<file path="config.mk">
export PLATFORM = sky130hd
export DESIGN_NAME = sdpc_top
export DESIGN_NICKNAME = d
export VERILOG_FILES = /design/src/sdpc_sync.v /design/src/sdpc_top.v
export VERILOG_INCLUDE_DIRS = /design/src
export SDC_FILE = /design/constraint.sdc
export NUM_CORES = 1
export LEC_CHECK = 0
export BUFFER_PORTS_ARGS = -buffer_cell sky130_fd_sc_hd__buf_4
export CAP_MARGIN = 20
export CELL_PAD_IN_SITES_DETAIL_PLACEMENT = 1
export CELL_PAD_IN_SITES_GLOBAL_PLACEMENT = 1
export CORE_UTILIZATION = 32
export DETAILED_ROUTE_END_ITERATION = 7
export GPL_TIMING_DRIVEN = 1
export PLACE_DENSITY_LB_ADDON = 0.05
export SYNTH_ARGS = -nofsm -noshare
export SYNTH_HDL_FRONTEND = slang
export SYNTH_SLANG_ARGS = --single-unit
</file>
<file path="constraint.sdc">
create_clock -name clk -period 3.21 [get_ports clk]
set_input_delay 0.642 -clock clk [delete_from_list [all_inputs] [get_ports clk]]
set_output_delay 0.642 -clock clk [all_outputs]
set_load 0.02 [all_outputs]
</file>
<file path="src/sdpc_defs.vh">
// Constants for the SDRAM pin command interface
`ifndef SDPC_DEFS_VH
`define SDPC_DEFS_VH

// =============================================
// Address space decode
`define SDPC_SPACE_HI 31
`define SDPC_SPACE_LO 30
`define SDPC_SPACE_SDRAM 2'h1
`define SDPC_SEL_HI 29
`define SDPC_SEL_LO 28

// =============================================
// Command codes {row, col, we}, active low
`define SDPC_CMD_NOP 3'h7
`define SDPC_CMD_ACT 3'h3
`define SDPC_CMD_RD 3'h5
`define SDPC_CMD_WR 3'h4
`define SDPC_CMD_PRE 3'h2
`define SDPC_CMD_REF 3'h1
`define SDPC_CMD_MRS 3'h0

// =============================================
// Request kinds on the command port
`define SDPC_REQ_ACT 3'h0
`define SDPC_REQ_RD 3'h1
`define SDPC_REQ_WR 3'h2
`define SDPC_REQ_PRE 3'h3
`define SDPC_REQ_REF 3'h4
`define SDPC_REQ_MRS 3'h5
`define SDPC_REQ_PDN 3'h6

`endif

</file>
<file path="src/sdpc_sync.v">
// Three-stage input synchroniser with agreement filter
`timescale 1ns/1ps
`default_nettype none

module sdpc_sync
(
   // Clock and reset
   input wire clk,
   input wire rst,
   // Async input and filtered level
   input wire din,
   output reg dout
);

   reg s1_r;
   reg s2_r;
   reg s3_r;

   // =============================================
   // Change counts once stages two and three agree
   always @(posedge clk)
   begin
      if (rst)
      begin
         s1_r <= 1'b0;
         s2_r <= 1'b0;
         s3_r <= 1'b0;
         dout <= 1'b0;
      end
      else
      begin
         s1_r <= din;
         s2_r <= s1_r;
         s3_r <= s2_r;
         if (s2_r == s3_r)
            dout <= s3_r;
      end
   end

endmodule // sdpc_sync

`default_nettype wire

</file>
<file path="src/sdpc_top.v">
// SDRAM command and control pin driver with host handover
`timescale 1ns/1ps
`default_nettype none
`include "sdpc_defs.vh"

module sdpc_top
(
   // Clock and reset
   input wire clk,
   input wire rst,
   // Ownership and host arbitration
   input wire bus_owner,
   input wire host_bus_request,
   output reg host_bus_grant,
   output reg host_bus_grant_oe,
   // Command request
   input wire req_valid,
   input wire [2:0] req_kind,
   input wire [31:0] req_addr,
   input wire req_a10,
   input wire req_mask,
   output reg req_ready,
   // SDRAM command pins
   output reg [3:0] sdram_space_selects_n,
   output reg ras_n,
   output reg cas_n,
   output reg sdram_write_strobe_n,
   output reg low_word_data_mask,
   output reg dedicated_row_addr_bit10,
   output reg sdram_clock_enable_out,
   output reg ctrl_oe
);

   // One-hot handover states
   localparam [4:0] ST_RUN = 5'h01;
   localparam [4:0] ST_SREF = 5'h02;
   localparam [4:0] ST_FLOAT = 5'h04;
   localparam [4:0] ST_GRANT = 5'h08;
   localparam [4:0] ST_WAKE = 5'h10;

   // Synchronised host request and handover state
   wire hreq_s;
   reg [4:0] state_r;
   reg [4:0] state_nxt;
   reg pdn_r;
   reg [2:0] cmd;
   reg [3:0] sel_nxt;
   reg issue;

   // =============================================
   // Host request arrives from a pin
   sdpc_sync u_hreq
   (
      .clk(clk),
      .rst(rst),
      .din(host_bus_request),
      .dout(hreq_s)
   );

   // =============================================
   // Select decode; top of the space is reserved
   function [3:0] sel_dec;
      input [31:0] a;
      begin
         sel_dec = 4'hf;
         if (a[`SDPC_SPACE_HI:`SDPC_SPACE_LO] == `SDPC_SPACE_SDRAM &&
             a[`SDPC_SEL_HI:`SDPC_SEL_LO] != 2'h3)
            sel_dec = ~(4'h1 << a[`SDPC_SEL_HI:`SDPC_SEL_LO]);
      end
   endfunction

   // Standard command table
   function [2:0] cmd_of;
      input [2:0] k;
      begin
         case (k)
            `SDPC_REQ_ACT: cmd_of = `SDPC_CMD_ACT;
            `SDPC_REQ_RD: cmd_of = `SDPC_CMD_RD;
            `SDPC_REQ_WR: cmd_of = `SDPC_CMD_WR;
            `SDPC_REQ_PRE: cmd_of = `SDPC_CMD_PRE;
            `SDPC_REQ_REF: cmd_of = `SDPC_CMD_REF;
            `SDPC_REQ_MRS: cmd_of = `SDPC_CMD_MRS;
            default: cmd_of = `SDPC_CMD_NOP;
         endcase
      end
   endfunction

   // Decoded more than once: an issued request of one kind
   function kind_hit;
      input iss;
      input [2:0] k;
      input [2:0] want;
      begin
         kind_hit = iss && k == want;
      end
   endfunction

   // =============================================
   // Handover sequence
   always @*
   begin
      state_nxt = state_r;
      case (state_r)
         ST_RUN:
            if (hreq_s && bus_owner)
               state_nxt = ST_SREF;
         ST_SREF:
            state_nxt = ST_FLOAT;
         ST_FLOAT:
            state_nxt = ST_GRANT;
         ST_GRANT:
            // Host keeps the bus while its request stands
            if (!hreq_s)
               state_nxt = ST_WAKE;
         ST_WAKE:
            state_nxt = ST_RUN;
         default:
            state_nxt = ST_RUN;
      endcase
   end

   always @*
   begin
      // Refused outside RUN, without the bus or with a host waiting
      issue = state_r == ST_RUN && req_valid && bus_owner && !hreq_s;
      cmd = issue ? cmd_of(req_kind) : `SDPC_CMD_NOP;
      sel_nxt = issue ? sel_dec(req_addr) : 4'hf;
      if (state_r == ST_SREF)
      begin
         // Self-refresh entry is a refresh with clock enable low
         cmd = `SDPC_CMD_REF;
         sel_nxt = 4'h0;
      end
   end

   // =============================================
   // Registered command pins
   always @(posedge clk)
   begin
      if (rst)
      begin
         ras_n <= 1'b1;
         cas_n <= 1'b1;
         sdram_write_strobe_n <= 1'b1;
         sdram_space_selects_n <= 4'hf;
         low_word_data_mask <= 1'b0;
         dedicated_row_addr_bit10 <= 1'b0;
      end
      else
      begin
         {ras_n, cas_n, sdram_write_strobe_n} <= cmd;
         // Foreign or reserved addresses issue with no select
         sdram_space_selects_n <= sel_nxt;
         // Mask only with a write column command
         low_word_data_mask <= kind_hit(issue, req_kind, `SDPC_REQ_WR) &&
                               req_mask;
         dedicated_row_addr_bit10 <= issue ? req_a10 : 1'b0;
      end
   end

   // =============================================
   // Power-down lasts until the next issued command or a host handover
   always @(posedge clk)
   begin
      if (rst)
      begin
         pdn_r <= 1'b0;
         sdram_clock_enable_out <= 1'b1;
      end
      else
      begin
         if (kind_hit(issue, req_kind, `SDPC_REQ_PDN))
            pdn_r <= 1'b1;
         // Any other issued command wakes the clock
         else if (issue || state_r != ST_RUN)
            pdn_r <= 1'b0;
         // Low through self-refresh and the whole grant
         sdram_clock_enable_out <= !(state_r == ST_SREF ||
            state_r == ST_FLOAT || state_r == ST_GRANT ||
            kind_hit(issue, req_kind, `SDPC_REQ_PDN) ||
            (pdn_r && !issue));
      end
   end

   // =============================================
   // Handover and ownership outputs
   always @(posedge clk)
   begin
      if (rst)
      begin
         state_r <= ST_RUN;
         ctrl_oe <= 1'b0;
         host_bus_grant <= 1'b1;
         host_bus_grant_oe <= 1'b0;
         req_ready <= 1'b0;
      end
      else
      begin
         state_r <= state_nxt;
         ctrl_oe <= bus_owner && (state_nxt == ST_RUN ||
            state_nxt == ST_SREF || state_nxt == ST_FLOAT);
         // Grant and release of the pins share one edge
         host_bus_grant <= !(state_nxt == ST_GRANT);
         host_bus_grant_oe <= bus_owner;
         req_ready <= state_nxt == ST_RUN && bus_owner && !hreq_s;
      end
   end

endmodule // sdpc_top

`default_nettype wire

</file>
* Yosys cells after proc, flatten, opt, wreduce, memory -nomap -nowiden *
Cells that the tools add are included.

operators by class
  eq/ne operators = 18
  shift-type cells = 1
  multiplexer cells = 11
  bitwise operators = 2
  reduce and logical (&&, ||, !) cells = 27

operators with widths
  kind                 number
  $pmux 5 s4           1
  $pmux 3 s6           1
  $logic_and 1x1->1    12
  $mux 4               3
  $eq 5x1->1 const B   2
  $eq 5x2->1 const B   2
  $eq 5x3->1 const B   2
  $eq 5x4->1 const B   2
  $mux 5               2
  $eq 3x3->1 const B   3
  $logic_or 1x1->1     7
  $eq 3x2->1 const B   2
  $mux 3               2
  $ne 5x1->1 const B   1
  $logic_not 1->1      4
  $not 4->4            1
  $shl 1x2->4 const A  1
  $eq 3x1->1 const B   1
  $logic_not 3->1      1
  $reduce_or 3->1      1
  $eq 2x1->1 const B   1
  $mux 1               2
  $ne 2x2->1 const B   1
  $reduce_bool 2->1    1
  other kinds (3)      3

storage, ports and cells
  register bits = 24
  output and inout bits = 14
  word-level logic and storage cells = 76

* Longest topological paths before layout *
Gate-level depths: netlist of the first run.

  depth after elaboration = 8
  gate-level depth with buffers = 4

* Hierarchy *
A second synthesis of the first run with hierarchy kept.

second synthesis, totals
  cell total of the unflattened synthesis = 95
  area total of the unflattened synthesis = 952.2 µm²

by module, submodules not included
  module     times used  cells an instance  area each (µm²)  seq. area each (µm²)
  sdpc_top   1           85                 839.6            400.4
  sdpc_sync  1           10                 112.6            80.1

* Worst setup path before layout of the first run *
No wires, ideal clock.

  path type = input -> register
  start point = in rst
  end point = reg host_bus_grant
  data arrival time = 1296 ps
  path slack = 1794 ps
  cell stages on the path = 2
  buffers on the path = 0
  cells stage by stage = or4_1 or2_1

RTL lines
  item                  RTL line        source
  start, declared       sdpc_top.v:10   input wire rst,
  end signal, assigned  sdpc_top.v:203  host_bus_grant <= !(state_nxt == ST_GRANT);
  end, declared         sdpc_top.v:14   output reg host_bus_grant,

* Final worst setup path of the first run *
  start point = reg state_r[0]
  end point = reg low_word_data_mask

on the way
  longest elaborated chain between the ends = 6

ends and longest elaborated chain
  item                             RTL line        source
  start, declared                  sdpc_top.v:43   reg [4:0] state_r;
  start signal, assigned           sdpc_top.v:199  state_r <= state_nxt;
  $eq 5x1->1                       sdpc_top.v:125  issue = state_r == ST_RUN && req_valid && bus_owner && !hreq_s;
  $logic_and 1x1->1 (3 in series)  sdpc_top.v:125
  $logic_and 1x1->1                sdpc_top.v:94   kind_hit = iss && k == want;
  $logic_and 1x1->1                sdpc_top.v:155  low_word_data_mask <= kind_hit(issue, req_kind, `SDPC_REQ_WR) &&
  end signal, assigned             sdpc_top.v:155
  end, declared                    sdpc_top.v:28   output reg low_word_data_mask,

Every way passes these cells.
A chain may end at the register's enable or synchronous reset.

==> results of run 1 <==
## layout make-up
| class | count | area [sq um] |
|---|---|---|
| flip-flops and latches | 24 | 480 |
| clock buffers | 3 | 22.5 |
| well taps | 31 | 38.8 |
| fillers | 328 | 1580 |
| repair buffers | 27 | 203 |
| inverters | 5 | 18.8 |
| multi-input cells | 59 | 413 |
## cells in the mapped netlist (2+ instances only)
| cell type | number |
|---|---|
| dfxtp_1 | 24 |
| nor2b_1 | 6 |
| inv_1 | 5 |
| nand2_1 | 5 |
| a21oi_1 | 4 |
| nor2_1 | 4 |
| a31oi_1 | 3 |
| nand4_1 | 3 |
| nor3b_1 | 3 |
| a21o_1 | 2 |
| buf_2 | 2 |
| nand3_1 | 2 |
| o21ai_0 | 2 |
| or2_1 | 2 |
| or4_1 | 2 |
| xnor2_1 | 2 |
## worst min path at each step
| stage | slack, ns | endpoint | from |
|---|---|---|---|
| final | 0.45 | u_hreq.s2_r | u_hreq.s1_r |
| after global routing | 0.46 | u_hreq.s2_r | u_hreq.s1_r |
| after CTS | 0.46 | u_hreq.s2_r | u_hreq.s1_r |
| after detailed placement | 0.43 | u_hreq.s2_r | u_hreq.s1_r |
| after global placement | 0.42 | u_hreq.s2_r | u_hreq.s1_r |
| after floorplan | 0.41 | u_hreq.s2_r | u_hreq.s1_r |
## logic make-up after synthesis
group / after synthesis / share of synthesized area
compound gates: 15 / 0.103
xor+xnor: 3 / 0.0280
buf+inv: 9 / 0.0467
flops: 24 / 0.513
mux: 1 / 0.0107
simple gates: 40 / 0.299
## metal layers
metal	part of all wire	GRT usage
met1	0.48	0.183
met2	0.47	0.223
met3	0.042	0.0419
met4	0.0088	0.0418
met5	0	0
## worst max-delay path: cells and delay by family, from the launching register on
family	cells	cell delay (ns)
flops	1	0.52
simple gates	3	1.04
## report_power, final
group	internal [W]	switching (W)	leakage, nW
combinational	0.0000237	0.0000211	0.274
sequential	0.000304	0.00000178	0.195
clock	0.0000438	0.0000851	0.0138
total	0.000371	0.000108	0.483
## cell usage in the layout (no fill, tap or decap), types with 2 or more instances in the layout
master	instances
nor3b_1	3
xnor2_1	2
or4_1	2
nand4_1	3
a21o_1	2
inv_1	5
nor2b_1	6
or2_1	2
nand3_1	2
a21oi_1	4
a31oi_1	3
nor2_1	4
buf_4	27
clkbuf_4	3
nand2_1	5
o21ai_0	2
dfxtp_1	24
## metrics by stage
| stage | setup slack, ns | util | total power (W) |
|---|---|---|---|
| floorplan | 1.79 | - | 0.000333 |
| detailed placement | 1.58 | 0.418 | 0.000357 |
| finish | 1.59 | 0.426 | 0.000479 |
| CTS | 1.58 | 0.426 | 0.000492 |
| global placement | 1.58 | 0.418 | 0.000357 |
| global route | 1.51 | 0.426 | 0.000504 |
==> metrics, run 1 <==
outcome=complete, no violations; Crit Path Class=flip-flop to flip-flop; Synth area leaders=dfxtp_1, nor2b_1, nor3b_1; number of synthesized flops with an enable pin=0; CP Launch Point=state_r[0]; Mapped Avg Cell Area=10.2 sq um; area delta synth->final=25.5%; Setup TNS=0 ns; Leak=0.483 nW; Inst Count DP=146; DIE HEIGHT=56.1 um; TritonCTS clock tree=yes; slowest cell delay on critical path=0.52 ns; R2R depth=3; Largest register FFs=5; post-synth cell types=37; RSZ-0062 raised after global routing=false; synthesized area=937 sq um; Slew headroom=0.706; fin crit period=1.62 ns; GRT Residual Overflow=0; DR WL/cell=13.0 um; fraction of registers with async set/reset=0; Total Wirelength=1.94 mm; fin cells=149; area of the core=2760 sq um; worst-path cell chain=or4b_4 -> nor3_4 -> and4_1; FF+latch count, synth=24; placed cell areas=1150 sq um; hold_ws=0.454 ns; drc violations=0; Routed Antenna Nets=0; Top reg by flops=state_r; Reg clk slew, reported paths=0.12 ns; syn nets=134; post-route cell area=1180 sq um; root buffer cell=clkbuf_4; post-synth top area cell=dfxtp_1; dpl hpwl=1.43 mm; Max Slew Vio Count=0; Worst Path Required=3.47 ns; CP max-delay cell=dfxtp_1; cts bufs inserted=3; post-synthesis sequential area ratio=0.513; Post-CTS Resized=0; Initial Util=0.340; num rows=19; Clk Latency, worst-skew pair=0.30 ns; biggest regs=state_r (5), sdram_space_selects_n (4); die width=56.1 um; worst hold path type=flip-flop to flip-flop; P per Cell Area=407 nW/um^2; drt via density=5.05; clk sinks=24; gpl congestion=0.753; Syn Inst Count=92; H-tree lvl count=1; global-route wire length before repair=3.43 mm; number of I/O pins=56; Worst setup endpoint=low_word_data_mask; R2R Path End=low_word_data_mask; CTS max path bufs=2; 1st-iter DRT viols=10; vias=753; DRT Pass-1 Iters=3; R2R setup slack=1.59 ns; critical path capture point type=flip-flop; cts hold-fix bufs=0; worst-margin pin slew=0.437 ns; final worst-path cycle share=0.505; f_max=617 MHz; clk_skew=0.00241 ns; Ant. Diodes=0; layout cells sized above 1=0.297; Reg-to-Reg Start=state_r[0]; vias in the first global route=736; largest net degree at the start of global routing=13; Net count, final=162; setup repair bufs after CTS=0; GRT Overall Usage=0.140; initial antenna violation count=0; YS warnings=0; PortBufs=27; CP Launch Type=flip-flop; Min-Delay Path Depth=1; Hold Fails Final Rpt=0; Post-synth top flop=dfxtp_1; crit path DAT=1.88 ns; die area=3150 sq um; max-capacitance violation count=0; proportion of netlist area held by the largest area contributor=0.513; final setup fails=0; peak supply drop=0.255 mV; CP Max Fanout=9
Power figures use the tool's default switching activity.
==> run 2: changes to the inputs <==
--- a/config.mk
+++ b/config.mk
@@ -10,7 +10,7 @@
 export CAP_MARGIN = 20
 export CELL_PAD_IN_SITES_DETAIL_PLACEMENT = 1
 export CELL_PAD_IN_SITES_GLOBAL_PLACEMENT = 1
-export CORE_UTILIZATION = 32
+export CORE_UTILIZATION = 30
 export DETAILED_ROUTE_END_ITERATION = 7
 export GPL_TIMING_DRIVEN = 1
 export PLACE_DENSITY_LB_ADDON = 0.05
==> constraint.sdc (replaced) <==
create_clock -name clk -period 1.55 [get_ports clk]
set_input_delay 0.31 -clock clk [delete_from_list [all_inputs] [get_ports clk]]
set_output_delay 0.31 -clock clk [all_outputs]
set_load 0.02 [all_outputs]
==> metrics, run 2 (synthesis gave the netlist of run 1 again) <==
outcome=finished, violations left; failing checks=design-rule violations; P per Cell Area=855 nW/um^2 (+110%); Ant. Diodes=0 (unchanged); Filler cells=336 (+2.4%); H-tree lvl count=1 (unchanged); Largest register FFs=5 (unchanged); global-route wire length before repair=3.57 mm (+4.0%); multi-input logic area=419 sq um (+1.5%); DR WL/cell=13.8 um (+5.6%); f_max=690 MHz (+12%); number of I/O pins=56 (unchanged); CTS max path bufs=2 (unchanged); gpl congestion=0.715 (-5.1%); area delta synth->final=31.8%; worst-path cell chain=or4b_4 -> nor3_4 -> and4_1; peak supply drop=0.309 mV (+21%); CP max-delay cell=or4b_4; clk sinks=24 (unchanged); largest net degree at the start of global routing=14 (+1); vias=801 (+6.4%); die area=3350 sq um (+6.4%); post-route total power=0.00106 W (+120%); Net count, final=167 (+3.1%); die width=57.9 um (+3.2%); RSZ-0062 raised after global routing=false; Max Slew Vio Count=0 (unchanged); fin crit period=1.45 ns (-0.172 ns); post-route cell area=1230 sq um (+5.0%); Hold Fails Final Rpt=0 (unchanged); worst hold path type=input port to flip-flop; CP Launch Type=flip-flop; slowest cell delay on critical path=0.53 ns (about the same); clk_skew=0.00850 ns (+0.00610 ns); TritonCTS clock tree=yes; 1st-iter DRT viols=13 (+3); critical path capture point type=flip-flop; vias in the first global route=764 (+3.8%); most frequent cells in the layout=buf_4, dfxtp_1, nor2b_1, nand2_1, inv_1; Worst Path Required=1.82 ns (-1.65 ns); Initial Util=0.329 (-0.0113); max-capacitance violation count=0 (unchanged); area of the core=2850 sq um (+3.4%); DRT Pass-1 Iters=6 (+3); Total Wirelength=2.13 mm (+9.9%); layout cells sized above 1=0.339 (+0.0421); initial antenna violation count=0 (unchanged); final setup fails=0 (unchanged); num rows=19 (unchanged); drc violations=2 (+2); setup repair bufs after CTS=0 (unchanged); cts hold-fix bufs=0 (unchanged); Top reg by flops=state_r; final worst-path cycle share=0.935 (+0.430); Clk Latency, worst-skew pair=0.31 ns (about the same); register area=482 sq um (+0.26%); worst-margin pin slew=0.415 ns (-0.0219 ns); DIE HEIGHT=57.9 um (+3.2%); Leak=0.526 nW (+8.8%); Post-Route Utilization=0.433 (+0.00640); Routed Antenna Nets=0 (unchanged); Slew headroom=0.721 (+0.0147); placed cell areas=1190 sq um (+3.3%); GRT Residual Overflow=0 (unchanged); GRT Overall Usage=0.141 (+0.000984); CP Max Fanout=7 (-2); Reg clk slew, reported paths=0.14 ns (+0.02 ns); cts bufs inserted=3 (unchanged); Setup TNS=0 ns (unchanged); PortBufs=27 (unchanged); crit path DAT=1.71 ns (-0.17 ns); commonest non-fill, non-tap cell in the layout=buf_4; drt via density=5.17 (+2.3%); Crit Path Class=flip-flop to flip-flop; dpl hpwl=1.61 mm (+12%); biggest regs=state_r (5), sdram_space_selects_n (4); root buffer cell=clkbuf_4
[run 2: cell count changes in the layout (fill, tap and decap cells not counted)]
cell,change
nor3b_2,-1
dfxtp_1,-1
buf_4,+5
nor3b_4,+1
clkbuf_8,+1
dfxtp_2,+1
[run 2: path summary, 6_finish.rpt]
check / to / from / slack, ns / cells after the start
hold / removal: dedicated_row_addr_bit10 / req_a10 / 0.19 / 2
hold reg to reg: u_hreq.s2_r / u_hreq.s1_r / 0.45 / 1
setup / recovery: low_word_data_mask / state_r[4] / 0.10 / 3
setup reg to reg: low_word_data_mask / state_r[4] / 0.10 / 3
[run 2: repair_timing]
action,CTS,global route
endpoints found under the hold margin,0,0
setup endpoints to repair,0,6
resized for setup,0,2
[run 2: cell type report]
cell class	count	area share
Sequential cell	24	0.390
Timing Repair Buffer	32	0.195
Clock buffer	4	0.0294
Multi-Input combinational cell	59	0.339
Inverter	5	0.0152
Tap cell	31	0.0314
[run 2: worst max-delay path: cells and delay by family (launching register included)]
| kind | cells | cell delay [ns] |
|---|---|---|
| DFF | 1 | 0.35 |
| and+or+nand+nor | 3 | 1.06 |
[run 2: per-stage QoR]
stage,std cells,worst slack (ns),hold slack [ns]
3_5_place_dp,151,0.105,0.432
5_1_grt,155,0.00523,0.172
2_1_floorplan,92,0.149,0.414
6_report,155,0.101,0.186
4_1_cts,155,0.0783,0.173
3_3_place_gp,151,0.121,0.421
[run 2: where the power goes]
group	internal (W)	leakage, nW	switching, W
registers	0.000629	0.196	0.00000344
logic	0.0000493	0.309	0.0000461
clock network	0.000143	0.0210	0.000185
total	0.000821	0.526	0.000235
[run 2: routing by layer]
layer | track usage | part of all wire | vias up
met3 | 0.0246 | 0.042 | 2
met2 | 0.227 | 0.50 | 16
li1 | - | - | 388
met4 | 0.0612 | 0.010 | 0
met5 | 0 | 0 | -
met1 | 0.186 | 0.45 | 395
==> run 3: changes to the inputs <==
--- a/config.mk
+++ b/config.mk
@@ -10,7 +10,7 @@
 export CAP_MARGIN = 20
 export CELL_PAD_IN_SITES_DETAIL_PLACEMENT = 1
 export CELL_PAD_IN_SITES_GLOBAL_PLACEMENT = 1
-export CORE_UTILIZATION = 30
+export CORE_UTILIZATION = 32
 export DETAILED_ROUTE_END_ITERATION = 7
 export GPL_TIMING_DRIVEN = 1
 export PLACE_DENSITY_LB_ADDON = 0.05
==> constraint.sdc (replaced) <==
create_clock -name clk -period 1.7 [get_ports clk]
set_input_delay 0.34 -clock clk [delete_from_list [all_inputs] [get_ports clk]]
set_output_delay 0.34 -clock clk [all_outputs]
set_load 0.02 [all_outputs]
==> metrics, run 3 (synthesis gave the netlist of run 1 again) <==
Comb pwr share=0.089 (about the same); worst-margin pin slew=0.390 ns (-0.0258 ns); outcome=complete, no violations; TritonCTS clock tree=yes; R2R Path End=low_word_data_mask; GRT Overall Usage=0.139 (-0.00196); Top reg by flops=state_r; R2R depth=3 (unchanged); critical path capture point type=flip-flop; R2R setup slack=0.21 ns (+0.11 ns); H-tree lvl count=1 (unchanged); clk_skew=0.00790 ns (-0.000599 ns); DR WL met2=976 um (-7.8%); drt via density=5.10 (-1.3%); Setup TNS=0 ns (unchanged); initial antenna violation count=0 (unchanged); root buffer cell=clkbuf_4; Reg clk slew, reported paths=0.13 ns (about the same); CTS max path bufs=2 (unchanged); cts bufs inserted=3 (unchanged); peak supply drop=0.414 mV (+34%); slowest cell delay on critical path=0.55 ns (+0.02 ns); area of the core=2760 sq um (-3.3%); hold_ws=0.218 ns (+0.0316 ns); dpl hpwl=1.52 mm (-5.6%); number of I/O pins=56 (unchanged); global-route wire length before repair=3.37 mm (-5.6%); Ant. Diodes=0 (unchanged); register share of total power=0.601 (+0.002); worst-path cell chain=or4b_4 -> nor3_4 -> and4_1; Max Slew Vio Count=0 (unchanged); Routed Antenna Nets=0 (unchanged); Reg-to-Reg Start=state_r[4]; layout cells sized above 1=0.314 (-0.0247); DR WL/cell=13.2 um (-4.4%); fin crit period=1.49 ns (+0.0419 ns); most frequent cells in the layout=buf_4, dfxtp_1, nor2b_1, nand2_1, inv_1; setup repair bufs after CTS=0 (unchanged); f_max=671 MHz (-2.8%); drc violations=0 (-2); clk sinks=24 (unchanged); Initial Util=0.340 (+0.0113); crit path DAT=1.76 ns (+0.05 ns); Power Internal=0.000749 W (-8.8%); Slew headroom=0.738 (+0.0173); net switching power figure=0.000210 W (-11%); num rows=19 (unchanged); Min-Delay Path Depth=2 (unchanged); PortBufs=27 (unchanged); max-capacitance violation count=0 (unchanged); biggest regs=state_r (5), sdram_space_selects_n (4); Largest register FFs=5 (unchanged); Total Wirelength=2.00 mm (-6.2%); vias=775 (-3.2%); met1 wire length=920 um (-4.5%); commonest non-fill, non-tap cell in the layout=buf_4; die area=3150 sq um (-6.0%); Leak=0.500 nW (-4.9%); Post-CTS Resized=0 (unchanged); Clk Latency, worst-skew pair=0.31 ns (about the same); vias in the first global route=745 (-2.5%); worst hold path type=input port to flip-flop; DRT Pass-1 Iters=3 (-3); largest net degree at the start of global routing=14 (unchanged); DR top layer=met4; CP Max Fanout=7 (unchanged); final setup fails=0 (unchanged); min-delay src=req_a10; Hold Fails Final Rpt=0 (unchanged); clock share of power=0.310 (about the same); RSZ-0062 raised after global routing=false; gpl congestion=0.766 (+7.2%); Net count, final=164 (-1.8%); area delta synth->final=28.6%; Hold EP=dedicated_row_addr_bit10; cts hold-fix bufs=0 (unchanged); met3 routed WL=73 um (-18%); Crit Path Class=flip-flop to flip-flop; P per Cell Area=795 nW/um^2 (-7.0%); Post-Route Utilization=0.437 (+0.00404); final worst-path cycle share=0.877 (-0.0578); CP max-delay cell=or4b_4; 1st-iter DRT viols=9 (-4); Worst Path Required=1.97 ns (+0.15 ns); Sw Share=0.219 (-0.00349); CP Launch Type=flip-flop; die width=56.1 um (-3.1%); DIE HEIGHT=56.1 um (-3.1%); GRT Residual Overflow=0 (unchanged)
==> run 3: worst max-delay path: cells and delay by family (launching register included) <==
family | cells | cell delay (ns)
flip-flops | 1 | 0.39
AND/OR/NAND/NOR | 3 | 1.06
==> run 3: how the worst max path moves through the flow <==
| stage | from | end | slack [ns] | cells past startpoint |
|---|---|---|---|---|
| after CTS | state_r[1] | low_word_data_mask | 0.19 | 3 |
| final | state_r[4] | low_word_data_mask | 0.21 | 3 |
| after global routing | state_r[4] | low_word_data_mask | 0.11 | 3 |
| after global placement | state_r[4] | low_word_data_mask | 0.23 | 3 |
| after floorplan | u_hreq.dout | low_word_data_mask | 0.30 | 4 |
| after detailed placement | state_r[1] | low_word_data_mask | 0.22 | 3 |
==> run 3: layer usage <==
| metal | vias up | track usage |
|---|---|---|
| met5 | - | 0 |
| met4 | 0 | 0.0732 |
| met3 | 4 | 0.0302 |
| met2 | 15 | 0.224 |
| met1 | 374 | 0.173 |
| li1 | 382 | - |
==> run 3: power groups by stage <==
stage / sequential (W) / clock [W] / combinational, W
CTS: 0.000577 / 0.000318 / 0.0000867
global route: 0.000578 / 0.000339 / 0.0000939
global placement: 0.000589 / 0 / 0.0000854
floorplan: 0.000598 / 0 / 0.0000300
finish: 0.000576 / 0.000297 / 0.0000853
detailed placement: 0.000589 / 0 / 0.0000866
==> run 3: area by class of cell <==
type	instances	area, sq um
Sequential cell	24	480
Tap cell	31	38.8
Timing Repair Buffer	29	218
Fill cell	314	1550
Multi-Input combinational cell	59	413
Inverter	5	18.8
Clock buffer	4	36.3
==> run 3: through the flow <==
stage               power, W  cells  worst slack (ns)  instance area [sq um]
global placement    0.000674    148             0.234                   1170
floorplan           0.000628     92             0.299                    937
global route         0.00101    152             0.111                   1200
detailed placement  0.000676    148             0.220                   1170
CTS                 0.000981    152             0.188                   1200
finish              0.000958    152             0.210                   1200
